## config.mk

```make
export PLATFORM = sky130hd
export DESIGN_NAME = dece_diag_check
export DESIGN_NICKNAME = d
export VERILOG_FILES = /design/src/dece_diag_check.v /design/src/dece_crc_step.v
export VERILOG_INCLUDE_DIRS = /design/src
export SDC_FILE = /design/constraint.sdc
export NUM_CORES = 1
export LEC_CHECK = 0
export BUFFER_PORTS_ARGS = -buffer_cell sky130_fd_sc_hd__buf_4
export CORE_ASPECT_RATIO = 1.25
export CORE_UTILIZATION = 55
export DETAILED_ROUTE_END_ITERATION = 6
export PLACE_DENSITY = 0.86
export SLEW_MARGIN = 30
export SYNTH_ARGS = -nofsm -noshare
export SYNTH_HDL_FRONTEND = slang
export SYNTH_SLANG_ARGS = --single-unit
export TNS_END_PERCENT = 5
```

## constraint.sdc

```tcl
create_clock -name clk_i -period 7.6 [get_ports clk_i]
set_clock_uncertainty 0.1 [all_clocks]
set_input_delay 0.76 -clock clk_i [delete_from_list [all_inputs] [get_ports clk_i]]
set_output_delay 0.76 -clock clk_i [all_outputs]
set_load 0.02 [all_outputs]
```

## src/dece_regs.vh

```
// Purpose: constants for the diagnostic error-check enable block
// Assumes: 25 MHz core clock, 6-bit register addresses, 24-bit register words
// Notes: bit positions serve both the enable register and the flag vector
`ifndef DECE_REGS_VH
`define DECE_REGS_VH

// enable register location and reset value
`define DECE_ERR_EN_ADDR 6'h07
`define DECE_ERR_EN_RESET 16'h0040

// enable bits, reused as flag positions
`define DECE_BIT_ROM_CRC 0
`define DECE_BIT_MAP_CRC 1
`define DECE_BIT_CHECKSUM 2
`define DECE_BIT_WRITE 3
`define DECE_BIT_READ 4
`define DECE_BIT_CLK_CNT 5
`define DECE_BIT_IGNORE 6
`define DECE_BIT_ADC 7

// serial clock counting
`define DECE_BITS_PER_BYTE 3'h0
`define DECE_BIT_CNT_MAX 6'h3f

// map integrity check timing, period in tenths of a microsecond
`define DECE_CLK_MHZ 25
`define DECE_MAP_PERIOD_US_X10 4266
`define DECE_MAP_PERIOD_CYC (`DECE_MAP_PERIOD_US_X10 * `DECE_CLK_MHZ / 10)

// map scan and crc
`define DECE_MAP_LAST_IDX 6'h3f
`define DECE_CRC_POLY 8'h07
`define DECE_CRC_INIT 8'hff

// scan state codes
`define DECE_ST_IDLE 2'h0
`define DECE_ST_SCAN 2'h1
`define DECE_ST_DONE 2'h2

`endif

```

## src/dece_diag_check.v

```verilog
// Purpose: error-check enable register and the checks it arms
// Assumes: serial decoder on clk_i presents each request before chip select rises
// Notes: flags are sticky, set beats clear, and clear comes from the error register
`timescale 1ns/1ps
`include "dece_regs.vh"

module dece_diag_check
#(
    parameter [13:0] MAP_PERIOD_CYC = `DECE_MAP_PERIOD_CYC
)
(
    // clock and reset
    input wire clk_i,
    input wire resetn_i,
    // serial pins, asynchronous to clk_i
    input wire spi_sclk_i,
    input wire spi_cs_n_i,
    // control register bits
    input wire chip_select_required_i,
    input wire streaming_read_i,
    // decoded request from the serial decoder
    input wire req_valid_i,
    input wire req_write_i,
    input wire [5:0] req_addr_i,
    input wire [23:0] req_wdata_i,
    input wire [5:0] req_len_i,
    input wire req_addr_ok_i,
    input wire req_addr_ro_i,
    input wire req_crc_ok_i,
    // device activity
    input wire fuse_copy_busy_i,
    input wire calib_busy_i,
    input wire calib_done_i,
    input wire seq_idle_i,
    input wire adc_check_fail_i,
    input wire rom_check_done_i,
    input wire rom_check_fail_i,
    // map scan port
    output reg [5:0] map_rd_idx_o,
    input wire [23:0] map_rd_data_i,
    input wire map_rd_writable_i,
    // committed register write
    output reg wr_commit_o,
    output reg [5:0] wr_addr_o,
    output reg [23:0] wr_data_o,
    // enable register and flags
    output reg [15:0] err_en_o,
    input wire [7:0] err_clear_i,
    output reg [7:0] err_flags_o
);

    // pin synchronisers and filtered levels
    reg [2:0] sclk_sync; // sclk stages, [0] first
    reg [2:0] cs_sync; // chip select stages
    reg sclk_f; // agreed sclk level
    reg cs_f; // agreed chip select level
    reg sclk_d; // sclk level one cycle back
    reg cs_d; // chip select one cycle back
    wire sclk_rise; // serial clock edge
    wire cs_fall; // frame start
    wire cs_rise; // frame end

    // frame bookkeeping
    reg [5:0] bit_cnt; // serial clocks in this frame
    reg req_pend; // request waiting for frame end
    reg req_wr; // latched direction
    reg [5:0] req_addr; // latched address
    reg [23:0] req_data; // latched write data
    reg [5:0] req_len; // latched expected bit count
    reg req_ok; // latched address valid
    reg req_ro; // latched read-only
    reg req_crc; // latched checksum good

    // decision terms
    wire cnt_armed; // clock count check live
    wire busy; // writes currently ignored
    wire short_frame; // too few serial clocks
    wire wr_end; // write frame finishing
    wire rd_end; // read frame finishing
    wire commit; // write goes through
    wire map_change; // legitimate map update
    reg [7:0] set_vec; // flag set requests
    reg stream_d; // streaming read one cycle back

    // map scan state
    reg [1:0] st; // scan state
    reg [13:0] per_cnt; // period counter
    reg ref_req; // reference rebuild pending
    reg chk_req; // compare pending
    reg scan_ref; // current scan builds reference
    reg issuing; // indices still being issued
    reg dv; // read data valid this cycle
    reg [7:0] crc; // running scan crc
    reg [7:0] ref_crc; // stored reference
    reg ref_valid; // reference exists
    wire [7:0] crc_next; // crc after this word
    wire map_fault; // compare mismatch
    wire ref_take; // reference scan starts
    wire chk_take; // compare scan starts
    wire period_hit; // period elapsed

    // three-stage capture, level moves once stages two and three agree
    always @(posedge clk_i or negedge resetn_i)
    begin
        if (!resetn_i)
        begin
            sclk_sync <= 3'h0;
            cs_sync <= 3'h7;
            sclk_f <= 1'b0;
            cs_f <= 1'b1;
            sclk_d <= 1'b0;
            cs_d <= 1'b1;
        end
        else
        begin
            sclk_sync <= {sclk_sync[1:0], spi_sclk_i};
            cs_sync <= {cs_sync[1:0], spi_cs_n_i};
            if (sclk_sync[1] == sclk_sync[2])
            begin
                sclk_f <= sclk_sync[2];
            end
            if (cs_sync[1] == cs_sync[2])
            begin
                cs_f <= cs_sync[2];
            end
            sclk_d <= sclk_f;
            cs_d <= cs_f;
        end
    end

    assign sclk_rise = sclk_f & ~sclk_d;
    assign cs_fall = ~cs_f & cs_d;
    assign cs_rise = cs_f & ~cs_d;

    // serial clock count per framed transfer, saturating
    always @(posedge clk_i or negedge resetn_i)
    begin
        if (!resetn_i)
        begin
            bit_cnt <= 6'h00;
        end
        else if (cs_fall)
        begin
            bit_cnt <= 6'h00; // new frame
        end
        else if (sclk_rise && !cs_f && bit_cnt != `DECE_BIT_CNT_MAX)
        begin
            bit_cnt <= bit_cnt + 6'h01;
        end
    end

    // hold the decoded request until the frame closes
    always @(posedge clk_i or negedge resetn_i)
    begin
        if (!resetn_i)
        begin
            req_pend <= 1'b0;
            req_wr <= 1'b0;
            req_addr <= 6'h00;
            req_data <= 24'h000000;
            req_len <= 6'h00;
            req_ok <= 1'b0;
            req_ro <= 1'b0;
            req_crc <= 1'b0;
        end
        else if (req_valid_i)
        begin
            req_pend <= 1'b1;
            req_wr <= req_write_i;
            req_addr <= req_addr_i;
            req_data <= req_wdata_i;
            req_len <= req_len_i;
            req_ok <= req_addr_ok_i;
            req_ro <= req_addr_ro_i;
            req_crc <= req_crc_ok_i;
        end
        else if (cs_rise)
        begin
            req_pend <= 1'b0; // consumed at frame end
        end
    end

    assign cnt_armed = err_en_o[`DECE_BIT_CLK_CNT] & chip_select_required_i;
    assign busy = fuse_copy_busy_i | calib_busy_i;
    assign short_frame = cnt_armed & (bit_cnt < req_len);
    assign wr_end = req_pend & req_wr & cs_rise;
    assign rd_end = req_pend & ~req_wr & cs_rise;

    // write passes only if not busy, legal, long enough when the count check is armed, and checksum good when its check is enabled
    assign commit = wr_end & ~busy & ~short_frame & req_ok & ~req_ro
                  & (~err_en_o[`DECE_BIT_CHECKSUM] | req_crc);

    // flag set requests, each gated by its own enable
    always @*
    begin
        set_vec = 8'h00;
        // adc conversion and calibration failures
        set_vec[`DECE_BIT_ADC] = err_en_o[`DECE_BIT_ADC] & adc_check_fail_i;
        // writes during fuse copy or calibration
        set_vec[`DECE_BIT_IGNORE] = err_en_o[`DECE_BIT_IGNORE] & wr_end & busy;
        // frame not a whole number of bytes
        set_vec[`DECE_BIT_CLK_CNT] = cnt_armed & cs_rise
                                   & (bit_cnt[2:0] != `DECE_BITS_PER_BYTE);
        // read of an address that does not exist
        set_vec[`DECE_BIT_READ] = err_en_o[`DECE_BIT_READ] & chip_select_required_i
                                & rd_end & ~req_ok;
        // write to undefined or read-only address
        set_vec[`DECE_BIT_WRITE] = err_en_o[`DECE_BIT_WRITE] & chip_select_required_i
                                 & wr_end & ~busy & ~short_frame
                                 & (~req_ok | req_ro);
        // checksum mismatch on an otherwise good write
        set_vec[`DECE_BIT_CHECKSUM] = err_en_o[`DECE_BIT_CHECKSUM] & wr_end & ~busy
                                    & ~short_frame & req_ok & ~req_ro & ~req_crc;
        // map contents drifted from the reference
        set_vec[`DECE_BIT_MAP_CRC] = map_fault;
        // power-up rom check, reported only when armed
        set_vec[`DECE_BIT_ROM_CRC] = err_en_o[`DECE_BIT_ROM_CRC] & rom_check_done_i
                                   & rom_check_fail_i;
    end

    // sticky flags, a set in the clear cycle survives
    always @(posedge clk_i or negedge resetn_i)
    begin
        if (!resetn_i)
        begin
            err_flags_o <= 8'h00;
        end
        else
        begin
            err_flags_o <= (err_flags_o & ~err_clear_i) | set_vec;
        end
    end

    // enable register and committed write outputs
    always @(posedge clk_i or negedge resetn_i)
    begin
        if (!resetn_i)
        begin
            err_en_o <= `DECE_ERR_EN_RESET;
            wr_commit_o <= 1'b0;
            wr_addr_o <= 6'h00;
            wr_data_o <= 24'h000000;
        end
        else
        begin
            wr_commit_o <= commit;
            if (commit)
            begin
                wr_addr_o <= req_addr;
                wr_data_o <= req_data;
            end
            if (commit && req_addr == `DECE_ERR_EN_ADDR)
            begin
                err_en_o <= req_data[15:0];
            end
        end
    end

    // legitimate map updates: host write, calibration, idle, streaming exit
    assign map_change = commit | calib_done_i | seq_idle_i
                      | (stream_d & ~streaming_read_i);

    assign period_hit = (per_cnt == MAP_PERIOD_CYC - 14'h0001);
    assign ref_take = ref_req & (st == `DECE_ST_IDLE || st == `DECE_ST_SCAN);
    assign chk_take = chk_req & ~ref_req & (st == `DECE_ST_IDLE);
    assign map_fault = (st == `DECE_ST_DONE) & ~scan_ref & ~ref_req & ref_valid
                     & (crc != ref_crc) & err_en_o[`DECE_BIT_MAP_CRC];

    // period counter for the map check
    always @(posedge clk_i or negedge resetn_i)
    begin
        if (!resetn_i)
        begin
            per_cnt <= 14'h0000;
            stream_d <= 1'b0;
        end
        else
        begin
            stream_d <= streaming_read_i;
            if (period_hit)
            begin
                per_cnt <= 14'h0000;
            end
            else
            begin
                per_cnt <= per_cnt + 14'h0001;
            end
        end
    end

    // one word folded into the scan crc
    dece_crc_step u_crc
    (
        .crc_i(crc),
        .data_i(map_rd_data_i),
        .crc_o(crc_next)
    );

    // map scan: rebuild reference or compare against it
    always @(posedge clk_i or negedge resetn_i)
    begin
        if (!resetn_i)
        begin
            st <= `DECE_ST_IDLE;
            ref_req <= 1'b1; // first reference after reset
            chk_req <= 1'b0;
            scan_ref <= 1'b0;
            issuing <= 1'b0;
            dv <= 1'b0;
            crc <= `DECE_CRC_INIT;
            ref_crc <= 8'h00;
            ref_valid <= 1'b0;
            map_rd_idx_o <= 6'h00;
        end
        else
        begin
            // pending requests, new ones win over the take
            ref_req <= (ref_req & ~ref_take) | map_change;
            chk_req <= (chk_req & ~chk_take) | (period_hit & err_en_o[`DECE_BIT_MAP_CRC]);
            if (ref_take || chk_take)
            begin
                // start or restart a scan from index zero
                st <= `DECE_ST_SCAN;
                scan_ref <= ref_take;
                issuing <= 1'b1;
                dv <= 1'b0;
                crc <= `DECE_CRC_INIT;
                map_rd_idx_o <= 6'h00;
            end
            else
            begin
                case (st)
                    `DECE_ST_IDLE:
                    begin
                        dv <= 1'b0; // nothing to scan
                    end
                    `DECE_ST_SCAN:
                    begin
                        dv <= issuing;
                        if (issuing && map_rd_idx_o == `DECE_MAP_LAST_IDX)
                        begin
                            issuing <= 1'b0; // last index out
                        end
                        else if (issuing)
                        begin
                            map_rd_idx_o <= map_rd_idx_o + 6'h01;
                        end
                        if (dv && map_rd_writable_i)
                        begin
                            crc <= crc_next;
                        end
                        if (!issuing && !dv)
                        begin
                            st <= `DECE_ST_DONE;
                        end
                    end
                    `DECE_ST_DONE:
                    begin
                        // compare happens combinationally here
                        if (scan_ref)
                        begin
                            ref_crc <= crc;
                            ref_valid <= 1'b1;
                        end
                        st <= `DECE_ST_IDLE;
                    end
                    default:
                    begin
                        st <= `DECE_ST_IDLE;
                    end
                endcase
            end
        end
    end

endmodule // dece_diag_check

```

## src/dece_crc_step.v

```verilog
// Purpose: one crc-8 update over a full 24-bit register word
// Assumes: msb of the word is shifted in first
// Notes: purely combinational, the caller registers the result
`timescale 1ns/1ps
`include "dece_regs.vh"

module dece_crc_step
(
    // running crc and new word
    input wire [7:0] crc_i,
    input wire [23:0] data_i,
    // updated crc
    output reg [7:0] crc_o
);

    integer i; // bit loop index
    reg fb; // feedback bit
    reg [7:0] c; // working crc

    // bitwise shift of the word through the polynomial
    always @*
    begin
        c = crc_i;
        fb = 1'b0;
        for (i = 23; i >= 0; i = i - 1)
        begin
            fb = c[7] ^ data_i[i];
            c = {c[6:0], 1'b0};
            if (fb)
            begin
                c = c ^ `DECE_CRC_POLY;
            end
        end
        crc_o = c;
    end

endmodule // dece_crc_step

```

# Word-level counts from Yosys, hierarchy flattened
# Index checks and enable logic that the tools add are counted.
[classes]
add_sub_neg = 3
multipliers = 0
n_div = 0
n_lt_le_gt_ge = 1
n_eq_ne = 12
n_shift = 0
mux = 44
bitwise = 122
n_reduce_logical = 25
[ops]
columns = ["operator", "count"]
rows = [
  ["$mux 3", 24],
  ["$not 3->3", 24],
  ["$and 1x1->1", 47],
  ["$mux 6", 6],
  ["$mux 8", 3],
  ["$xor 1x1->1", 24],
  ["$not 1->1", 16],
  ["$add 14x1->14 const B", 1],
  ["$eq 14x14->1 const B", 1],
  ["$mux 14", 1],
  ["$add 6x1->6 const B", 2],
  ["$reduce_bool 2->1", 6],
  ["$and 8x8->8", 1],
  ["$ne 8x8->1", 1],
  ["$not 8->8", 1],
  ["$or 1x1->1", 8],
  ["$or 8x8->8", 1],
  ["$eq 6x3->1 const B", 1],
  ["$eq 6x6->1 const B", 1],
  ["$logic_and 1x1->1", 6],
  ["$lt 6x6->1", 1],
  ["$mux 1", 6],
  ["$ne 6x6->1 const B", 1],
  ["$reduce_and 2->1", 3],
  ["other kinds (14)", 21],
]
[totals]
reg_bits = 157
latch_bits = 0
ram_bits = 0
romBits = 0
input_bits = 87
output_inout_bits = 61
memories = 0

# Logic depth before layout (Yosys ltp)
# Gate-level depths: netlist of the first run.
[depth]
word_depth = 51
ltp_mapped = 10
ltp_nobuf = 9

# By module
# A second synthesis of the first run with hierarchy kept.
[hier_totals]
hier_cells = 537
hier_area_um2 = 7220.7
[modules_own_cells]
columns = ["module", "n_inst", "cells_per_inst", "area_per_inst_um2", "seq_area_each_um2"]
rows = [
  ["dece_diag_check", 1, 483, 6451.2, 3947.5],
  ["dece_crc_step", 1, 54, 769.5, 0.0],
]

# Worst setup path after synthesis of the first run
# No wires, ideal clock.
[synth_path]
path_type = "input to register"
from = "in map_rd_data_i[23]"
to = "reg crc[4]"
setup_time_ps = 72
arrival_time_ps = 2456
required_ps = 7428
path_slack_ps = 4972
cell_stages = 7
n_path_buf = 0
path_cell_list = "xnor2_2 > xor3_2 > xnor2_4 > xnor2_1 > xnor3_1 > nor2b_1 > o21ai_1"
[synth_via]
elab_chain_len = 17
word_cells_on_any_way = 38
classes_between = "17 x mux; 21 x bitwise"
[synth_rtl]
columns = ["item", "line", "rtl"]
rows = [
  ["start: declaration", "dece_diag_check.v:40", "input wire [23:0] map_rd_data_i,"],
  ["$xor 1x1->1 (*)", "dece_crc_step.v:27", "fb = c[7] ^ data_i[i];"],
  ["$mux 3 (*)", "dece_crc_step.v:29", "if (fb)"],
  ["$xor 1x1->1 or $not 3->3 (tied branches)", "n/a", ""],
  ["$mux 3", "dece_crc_step.v:29", ""],
  ["$xor 1x1->1 or $not 3->3 (tied branches)", "n/a", ""],
  ["$mux 3", "dece_crc_step.v:29", ""],
  ["$not 3->3 (no source line) or $xor 1x1->1 (tied branches)", "n/a", ""],
  ["$mux 3", "dece_crc_step.v:29", ""],
  ["$xor 1x1->1 or $not 3->3 (tied branches)", "n/a", ""],
  ["$mux 3", "dece_crc_step.v:29", ""],
  ["$not 3->3 (no source line) or $xor 1x1->1 (tied branches)", "n/a", ""],
  ["$mux 3", "dece_crc_step.v:29", ""],
  ["$not 3->3 (no source line) or $xor 1x1->1 (tied branches)", "n/a", ""],
  ["$mux 3 (*)", "dece_crc_step.v:29", ""],
  ["$mux 8 (*)", "dece_diag_check.v:348", "if (dv && map_rd_writable_i)"],
  ["$mux 8 (*)", "dece_diag_check.v:332", "case (st)"],
  ["$mux 8 (*)", "dece_diag_check.v:320", "if (ref_take || chk_take)"],
  ["end signal: assignment", "dece_diag_check.v:310", "crc <= `DECE_CRC_INIT;"],
  ["end signal: assignment", "dece_diag_check.v:327", "crc <= `DECE_CRC_INIT;"],
  ["end signal: assignment", "dece_diag_check.v:350", "crc <= crc_next;"],
  ["end: declaration", "dece_diag_check.v:93", "reg [7:0] crc;"],
]
# Mark *: on every way between the ends. The rest lies on a longest branch, timed or not. The select of a mux whose other input is x is not followed.
# A chain may end at the register's enable or synchronous reset.

# Worst setup path after layout of the first run
[layout_path]
from = "reg cs_f"
to = "reg wr_data_o[14]"
[layout_via]
elab_chain_len = 7
[layout_rtl]
columns = ["item", "line", "rtl"]
rows = [
  ["start: declaration", "dece_diag_check.v:56", "reg cs_f;"],
  ["start signal: assignment", "dece_diag_check.v:124", "cs_f <= cs_sync[2];"],
  ["$and 1x1->1", "dece_diag_check.v:133", "assign cs_rise = cs_f & ~cs_d;"],
  ["$and 1x1->1", "dece_diag_check.v:186", "assign wr_end = req_pend & req_wr & cs_rise;"],
  ["$and 1x1->1 (5 in series)", "dece_diag_check.v:190", "assign commit = wr_end & ~busy & ~short_frame & req_ok & ~req_ro"],
  ["end signal: assignment", "dece_diag_check.v:250", "wr_data_o <= req_data;"],
  ["end: declaration", "dece_diag_check.v:45", "output reg [23:0] wr_data_o,"],
]
# No other way between the ends.

==> impl_metrics.json, run 1 <==
{
  "drv_slew": 0,
  "yosys.area.top_type": "dfrtp_1",
  "nets": 793,
  "yosys_register_bits": 157,
  "synth_cell_type_count": 48,
  "fillers": 870,
  "cp-start-kind": "flip-flop",
  "synth_area_leaders": "dfrtp_1, mux2_2, xnor2_1, mux2_4, dfstp_2",
  "finalSetupViolations": 0,
  "gp_congestion": 0.866,
  "wl_mm": 15.3,
  "ant_nets": 0,
  "cts_sinks": 157,
  "synth_nets": 636,
  "hpwlAfterDp_mm": 10.6,
  "cp_max_fo": 26,
  "cts_setup_buffers": 0,
  "first_pass_iters": 5,
  "wire_per_inst_microns": 17.4,
  "num_rows": 46,
  "worst-path-buf-inv": 1,
  "ys_seq_area_share_pct": 55.5,
  "async_flop_share_pct": 100,
  "finalCritPeriodShare_pct": 40.1,
  "end_kind": "flip-flop",
  "clock.fmax_ghz": 0.328,
  "clockBufferDepth": 2,
  "vias": 4614,
  "hold_class": "reg -> reg",
  "powerDensity_nw_per_um2": 258,
  "cts_buffers": 17,
  "drt_iter0_markers": 249,
  "initial_core_util_pct": 56.1,
  "r2r-start": "cs_f",
  "hold_viol_final": 0,
  "grt_first_pass_wirelength_mm": 25.0,
  "synthCells": 539,
  "syn_area_sq_um": 7110,
  "die_area_sq_um": 13400,
  "crit_type": "reg -> reg",
  "overflow": 0,
  "path_clk_slew_ns": 0.07,
  "htreeDepth": 4,
  "worst_slew_pin_slew_ns": 0.869,
  "ctsResizeCount": 0,
  "cts_tree": "done",
  "yosysWarnings": 0,
  "portBuffers": 147,
  "crit_start": "cs_f",
  "core_sq_um": 12700,
  "avgSynthCellArea_sq_um": 13.2,
  "fin_util_pct": 71.4,
  "path_delay_family": "simple AND/OR/NAND/NOR gates",
  "track_usage_pct": 23.9,
  "grt_pass1_vias": 4945,
  "grt_max_degree": 83,
  "synth_top_area_share_pct": 50.0,
  "critPathArrivalTime_ns": 3.25,
  "synthFlopType": "dfrtp_1",
  "multi_input_area_sq_um": 3010,
  "antenna_found_initial": 0,
  "path_cells": "nor2b_1 > nand3_1 > or4_1 > nor3_4 > buf_4 > mux2_2",
  "maxCapViolCount": 0,
  "p_leak_nw": 4.27,
  "seq_area_sq_um": 3950,
  "max_slew_margin_pct": 41.3,
  "synth_edf_count": 0,
  "syn2layout_area_growth_pct": 27.2,
  "die-height_microns": 129,
  "setup_tns_ns": 0,
  "crit_slowest_cell": "or4_1",
  "outcome": "completed",
  "vdd_drop_max_uv": 193,
  "cts_hold_buffers": 0,
  "drc": 0,
  "worstSkewPairLatency_ns": 0.42,
  "root_buffer": "clkbuf_16",
  "max_stage_delay_ns": 0.64,
  "drive_gt1_share_pct": 41.9,
  "rsz0062_at_grt": "no",
  "fin_crit_ns": 3.05,
  "cp.required_ns": 7.80,
  "antennaDiodeCount": 0,
  "die_w_microns": 104,
  "io_pins": 148,
  "viasPerCell": 5.26,
  "min_from": "cs_sync[0]"
}
==> per-stage QoR <==
stage | power (mW) | instances | hold WS [ns] | instance area (sq um) | setup WS [ns]
final | 2.34 | 877 | 0.260 | 9040 | 4.55
after global routing | 2.43 | 877 | 0.267 | 9040 | 4.41
after CTS | 2.35 | 876 | 0.261 | 9030 | 4.50
after detailed placement | 1.40 | 844 | 0.251 | 8370 | 4.51
after global placement | 1.39 | 844 | 0.247 | 8370 | 4.57
after floorplan | 1.24 | 539 | 0.231 | 7110 | 4.97
==> cell type report <==
class,instances,share of cell area [%]
clock inverters,15,2.57
multi-input cells,349,33.3
inverters,20,0.830
flip-flops and latches,157,43.6
clock buffers,17,4.70
well taps,168,2.32
repair buffers,151,12.7
==> power by group <==
group          leakage, nW  switching, mW  internal [mW]
registers             1.99         0.0466          0.901
logic                 1.96          0.209          0.236
clock network        0.325          0.352          0.590
total                 4.27          0.608           1.73
==> layer usage <==
| layer | GRT usage [%] | share of wire, % | routed length (microns) | up-vias |
|---|---|---|---|---|
| li1 | - | - | - | 2169 |
| met1 | 28.5 | 41 | 6340 | 2274 |
| met2 | 42.3 | 51 | 7740 | 148 |
| met3 | 6.94 | 6.2 | 952 | 23 |
| met4 | 7.65 | 1.7 | 260 | 0 |
| met5 | 0 | 0 | 0 | - |
==> worst register-to-register path: cells and delay by family (launching register included) <==
| family | cells | cell delay (ns) |
|---|---|---|
| and+or+nand+nor | 4 | 1.36 |
| DFF | 1 | 0.59 |
| buffers and inverters | 1 | 0.49 |
| muxes | 1 | 0.40 |
==> registers in the layout, summed over array words and instances (netlist names), 2 cells and up <==
name,cells
req_data,24
wr_data_o,24
err_en_o,16
per_cnt,14
crc,8
err_flags_o,8
ref_crc,8
bit_cnt,6
map_rd_idx_o,6
req_addr,6
req_len,6
wr_addr_o,6
cs_sync,3
sclk_sync,3
st,2
==> cells by family (layout without fill, tap and decap cells) <==
group	count (synthesis)	after routing	share of synthesized area, %
flops	157	157	55.5
simple gates	113	113	8.38
mux	92	92	16.1
xor+xnor	86	86	11.7
compound gates	46	46	4.14
buf+inv	33	203	2.16
fa+ha+maj	12	12	2.04
==> path summary, 6_finish.rpt <==
kind	slack (ns)	end	cells after the start
min in group asynchronous	0.27	req_ro	1
min reg2reg	0.26	cs_sync[1]	0
max in group asynchronous	5.96	wr_data_o[1]	2
min	0.26	cs_sync[1]	0
max reg2reg	4.55	wr_data_o[14]	6
max	4.55	wr_data_o[14]	6
==> Yosys cell counts (2+ instances only) <==
| cell type | count |
|---|---|
| mux2_2 | 60 |
| xor2_1 | 21 |
| nor3_4 | 2 |
| nand2b_1 | 6 |
| nor2_1 | 24 |
| nand4_1 | 8 |
| and3_1 | 5 |
| a211o_1 | 2 |
| mux2_4 | 29 |
| a21oi_1 | 7 |
| dfstp_2 | 15 |
| nor4b_1 | 2 |
| mux2i_1 | 3 |
| buf_6 | 4 |
| o22ai_1 | 2 |
| dfrtp_1 | 142 |
| xnor2_1 | 58 |
| nor2b_1 | 9 |
| inv_1 | 20 |
| nand3_1 | 11 |
| a21o_1 | 5 |
| maj3_1 | 2 |
| o21ai_0 | 18 |
| clkbuf_1 | 9 |
| nor3_1 | 5 |
| nand2_1 | 28 |
| xnor2_2 | 3 |
| or3_1 | 5 |
| o32ai_1 | 2 |
| o21ai_1 | 2 |
| ha_1 | 10 |
| o211ai_1 | 3 |
| nor4_1 | 2 |
==> layout by cell type, fill, tap and decap left out, types with 3 or more instances in the layout <==
master,netlist,layout
a21o_1,5,5
a21oi_1,7,7
and3_1,5,5
buf_4,0,148
buf_6,4,3
bufinv_16,0,5
clkbuf_16,0,17
dfrtp_1,142,142
dfstp_2,15,15
ha_1,10,10
inv_1,20,20
inv_6,0,5
mux2_2,60,60
mux2_4,29,29
mux2i_1,3,3
nand2_1,28,28
nand2b_1,6,6
nand3_1,11,11
nand4_1,8,8
nor2_1,24,24
nor2b_1,9,9
nor3_1,5,5
o211ai_1,3,3
o21ai_0,18,18
or3_1,5,5
xnor2_1,58,58
xnor2_2,3,3
xor2_1,21,21
No activity file was read; power rests on OpenSTA's default activity.
==> run 2, diff against run 1 <==
- CORE_UTILIZATION: 55 -> 50
- PLACE_DENSITY: 0.86 -> 0.83
- clock period: 7.6 -> 2.45 ns (I/O delays scaled with it)
==> run 2 against run 1 <==
Compared with the run above:
- global-route usage grew 1.0 points
- the run now ends with negative setup slack left
- final area grew 8.9%
- routed wire length grew 15%
- utilization shrank 0.45 points
- setup slack lost 4.6 ns
- highest routed layer unchanged
- clock power grew to 2.6 times the previous value
- largest cell class unchanged
- combinational power grew to 3.7 times the previous value
- via count grew 9.2%
- die area grew 9.8%
- flip-flop and latch count is the same
==> impl_metrics.json, run 2 (synthesis results as in run 1) <==
{
  "outcome": "finished with violations",
  "violations": "negative setup slack",
  "r2r-start": "cs_f",
  "maxCapViolCount": 0,
  "cts_buffers": 17,
  "die_w_microns": 109,
  "clock.fmax_ghz": 0.392,
  "layout_commonest_cell": "buf_4",
  "die-height_microns": 135,
  "wire_per_inst_microns": 18.2,
  "wl_mm": 17.5,
  "finalSetupViolations": 40,
  "hold_viol_final": 0,
  "drt_iter0_markers": 192,
  "grt_pass1_vias": 5679,
  "die_area_sq_um": 14700,
  "crit_end": "wr_data_o[11]",
  "setup_ws_ns": -0.0990,
  "io_pins": 148,
  "setup_tns_ns": -1.83,
  "finalCritPeriodShare_pct": 104,
  "root_buffer": "clkbuf_16",
  "grt_max_degree": 67,
  "rr_endpoint": "wr_data_o[11]",
  "dp_slack_ns": -0.364,
  "worst_slew_pin_slew_ns": 0.645,
  "track_usage_pct": 25.0,
  "hold_class": "in -> reg",
  "fillers": 873,
  "drv_slew": 0,
  "viasPerCell": 5.22,
  "drive_gt1_share_pct": 42.2,
  "antenna_found_initial": 0,
  "grt_first_pass_wirelength_mm": 27.9,
  "ant_nets": 0,
  "r2r_setup_slack_ns": -0.1,
  "seq_area_sq_um": 3950,
  "gp_congestion": 0.837,
  "hold_ws_ns": 0.0381,
  "initial_core_util_pct": 51.2,
  "powerDensity_nw_per_um2": 711,
  "fin_crit_ns": 2.55,
  "htreeDepth": 4,
  "cp-start-kind": "flip-flop",
  "drc": 0,
  "clockBufferDepth": 2,
  "crit_type": "reg -> reg",
  "vdd_drop_max_uv": 526,
  "crit_start": "cs_f",
  "max_slew_margin_pct": 56.8,
  "vias": 5038,
  "rr_worst_depth": 7,
  "mostFrequentLayoutCells": "buf_4, dfrtp_1, xnor2_1, mux2_2, dlygate4sd3_1",
  "p_leak_nw": 4.62,
  "path_clk_slew_ns": 0.06,
  "cp.required_ns": 2.65,
  "rsz0062_at_grt": "yes",
  "antennaDiodeCount": 0,
  "core_sq_um": 13900,
  "overflow": 0,
  "multi_input_area_sq_um": 3090,
  "num_rows": 48,
  "reg.largest.list": "req_data: 24 flops, wr_data_o: 24 flops, err_en_o: 16 flops",
  "hpwlAfterDp_mm": 11.0,
  "critPathArrivalTime_ns": 2.75,
  "end_kind": "flip-flop",
  "worstSkewPairLatency_ns": 0.42,
  "cp_max_fo": 13,
  "first_pass_iters": 4,
  "cts_sinks": 157,
  "nets": 875,
  "cts_tree": "done",
  "portBuffers": 147,
  "syn2layout_area_growth_pct": 38.5
}
[run 2: cell count changes in the layout (fill, tap and decap cells not counted), moves of 4 or more]
| cell | delta |
|---|---|
| buf_4 | +21 |
| dlygate4sd3_1 | +54 |
| mux2_4 | +5 |
| buf_12 | +6 |
| clkinvlp_4 | +4 |
| bufinv_16 | -5 |
| mux2_2 | -5 |
[run 2: critical path, cell delays in order (launching register included)]
cell	delay, ns
dfstp_2	0.53
nor2b_4	0.17
nand3_2	0.11
or4_4	0.53
buf_6	0.15
nor3_4	0.29
buf_12	0.21
mux2_2	0.35
[run 2: where the power goes]
part / switching (mW) / total [mW] / internal (mW)
clock: 1.12 / 2.43 / 1.31
sequential: 0.141 / 2.94 / 2.79
combinational: 0.736 / 1.63 / 0.897
[run 2: worst min path at each step]
| stage | startpoint | to | slack (ns) | depth (start not counted) |
|---|---|---|---|---|
| CTS | chip_select_required_i | err_flags_o[3] | 0.01 | 3 |
| global route | map_rd_writable_i | crc[4] | 0.04 | 3 |
| finish | seq_idle_i | ref_req | 0.04 | 3 |
| global placement | resetn_i | req_data[4] | 0.17 | 1 |
| detailed placement | resetn_i | err_flags_o[7] | 0.18 | 1 |
| floorplan | resetn_i | bit_cnt[0] | -0.15 | 0 |
[run 2: what timing repair did]
item,4_1_cts,5_1_grt
gates resized for setup,6,12
pin swaps,4,3
setup endpoints to repair,48,51
endpoints found under the hold margin,109,0
setup buffers,1,3
hold buffers,54,0
[run 2: area by class of cell]
cell class,instances,area share [%]
flip-flops and latches,157,40.1
clock inverters,14,1.12
inverters,20,0.762
repair buffers,233,20.1
multi-input cells,349,31.4
well taps,175,2.22
clock buffers,18,4.36
[run 2: metal layers]
metal,routed length (microns),track usage (%)
met1,6940,29.2
met2,9190,43.4
met3,982,6.49
met4,429,9.98
met5,0,0
[run 2: stage by stage]
step | std cells | cell area [sq um] | power [mW] | util, %
3_3_place_gp | 876 | 8630 | 4.40 | 62.2
3_5_place_dp | 876 | 8630 | 4.44 | 62.2
5_1_grt | 966 | 9850 | 7.29 | 71.0
6_report | 966 | 9850 | 7.00 | 71.0
2_1_floorplan | 539 | 7110 | 3.86 | -
4_1_cts | 963 | 9760 | 6.96 | 70.4
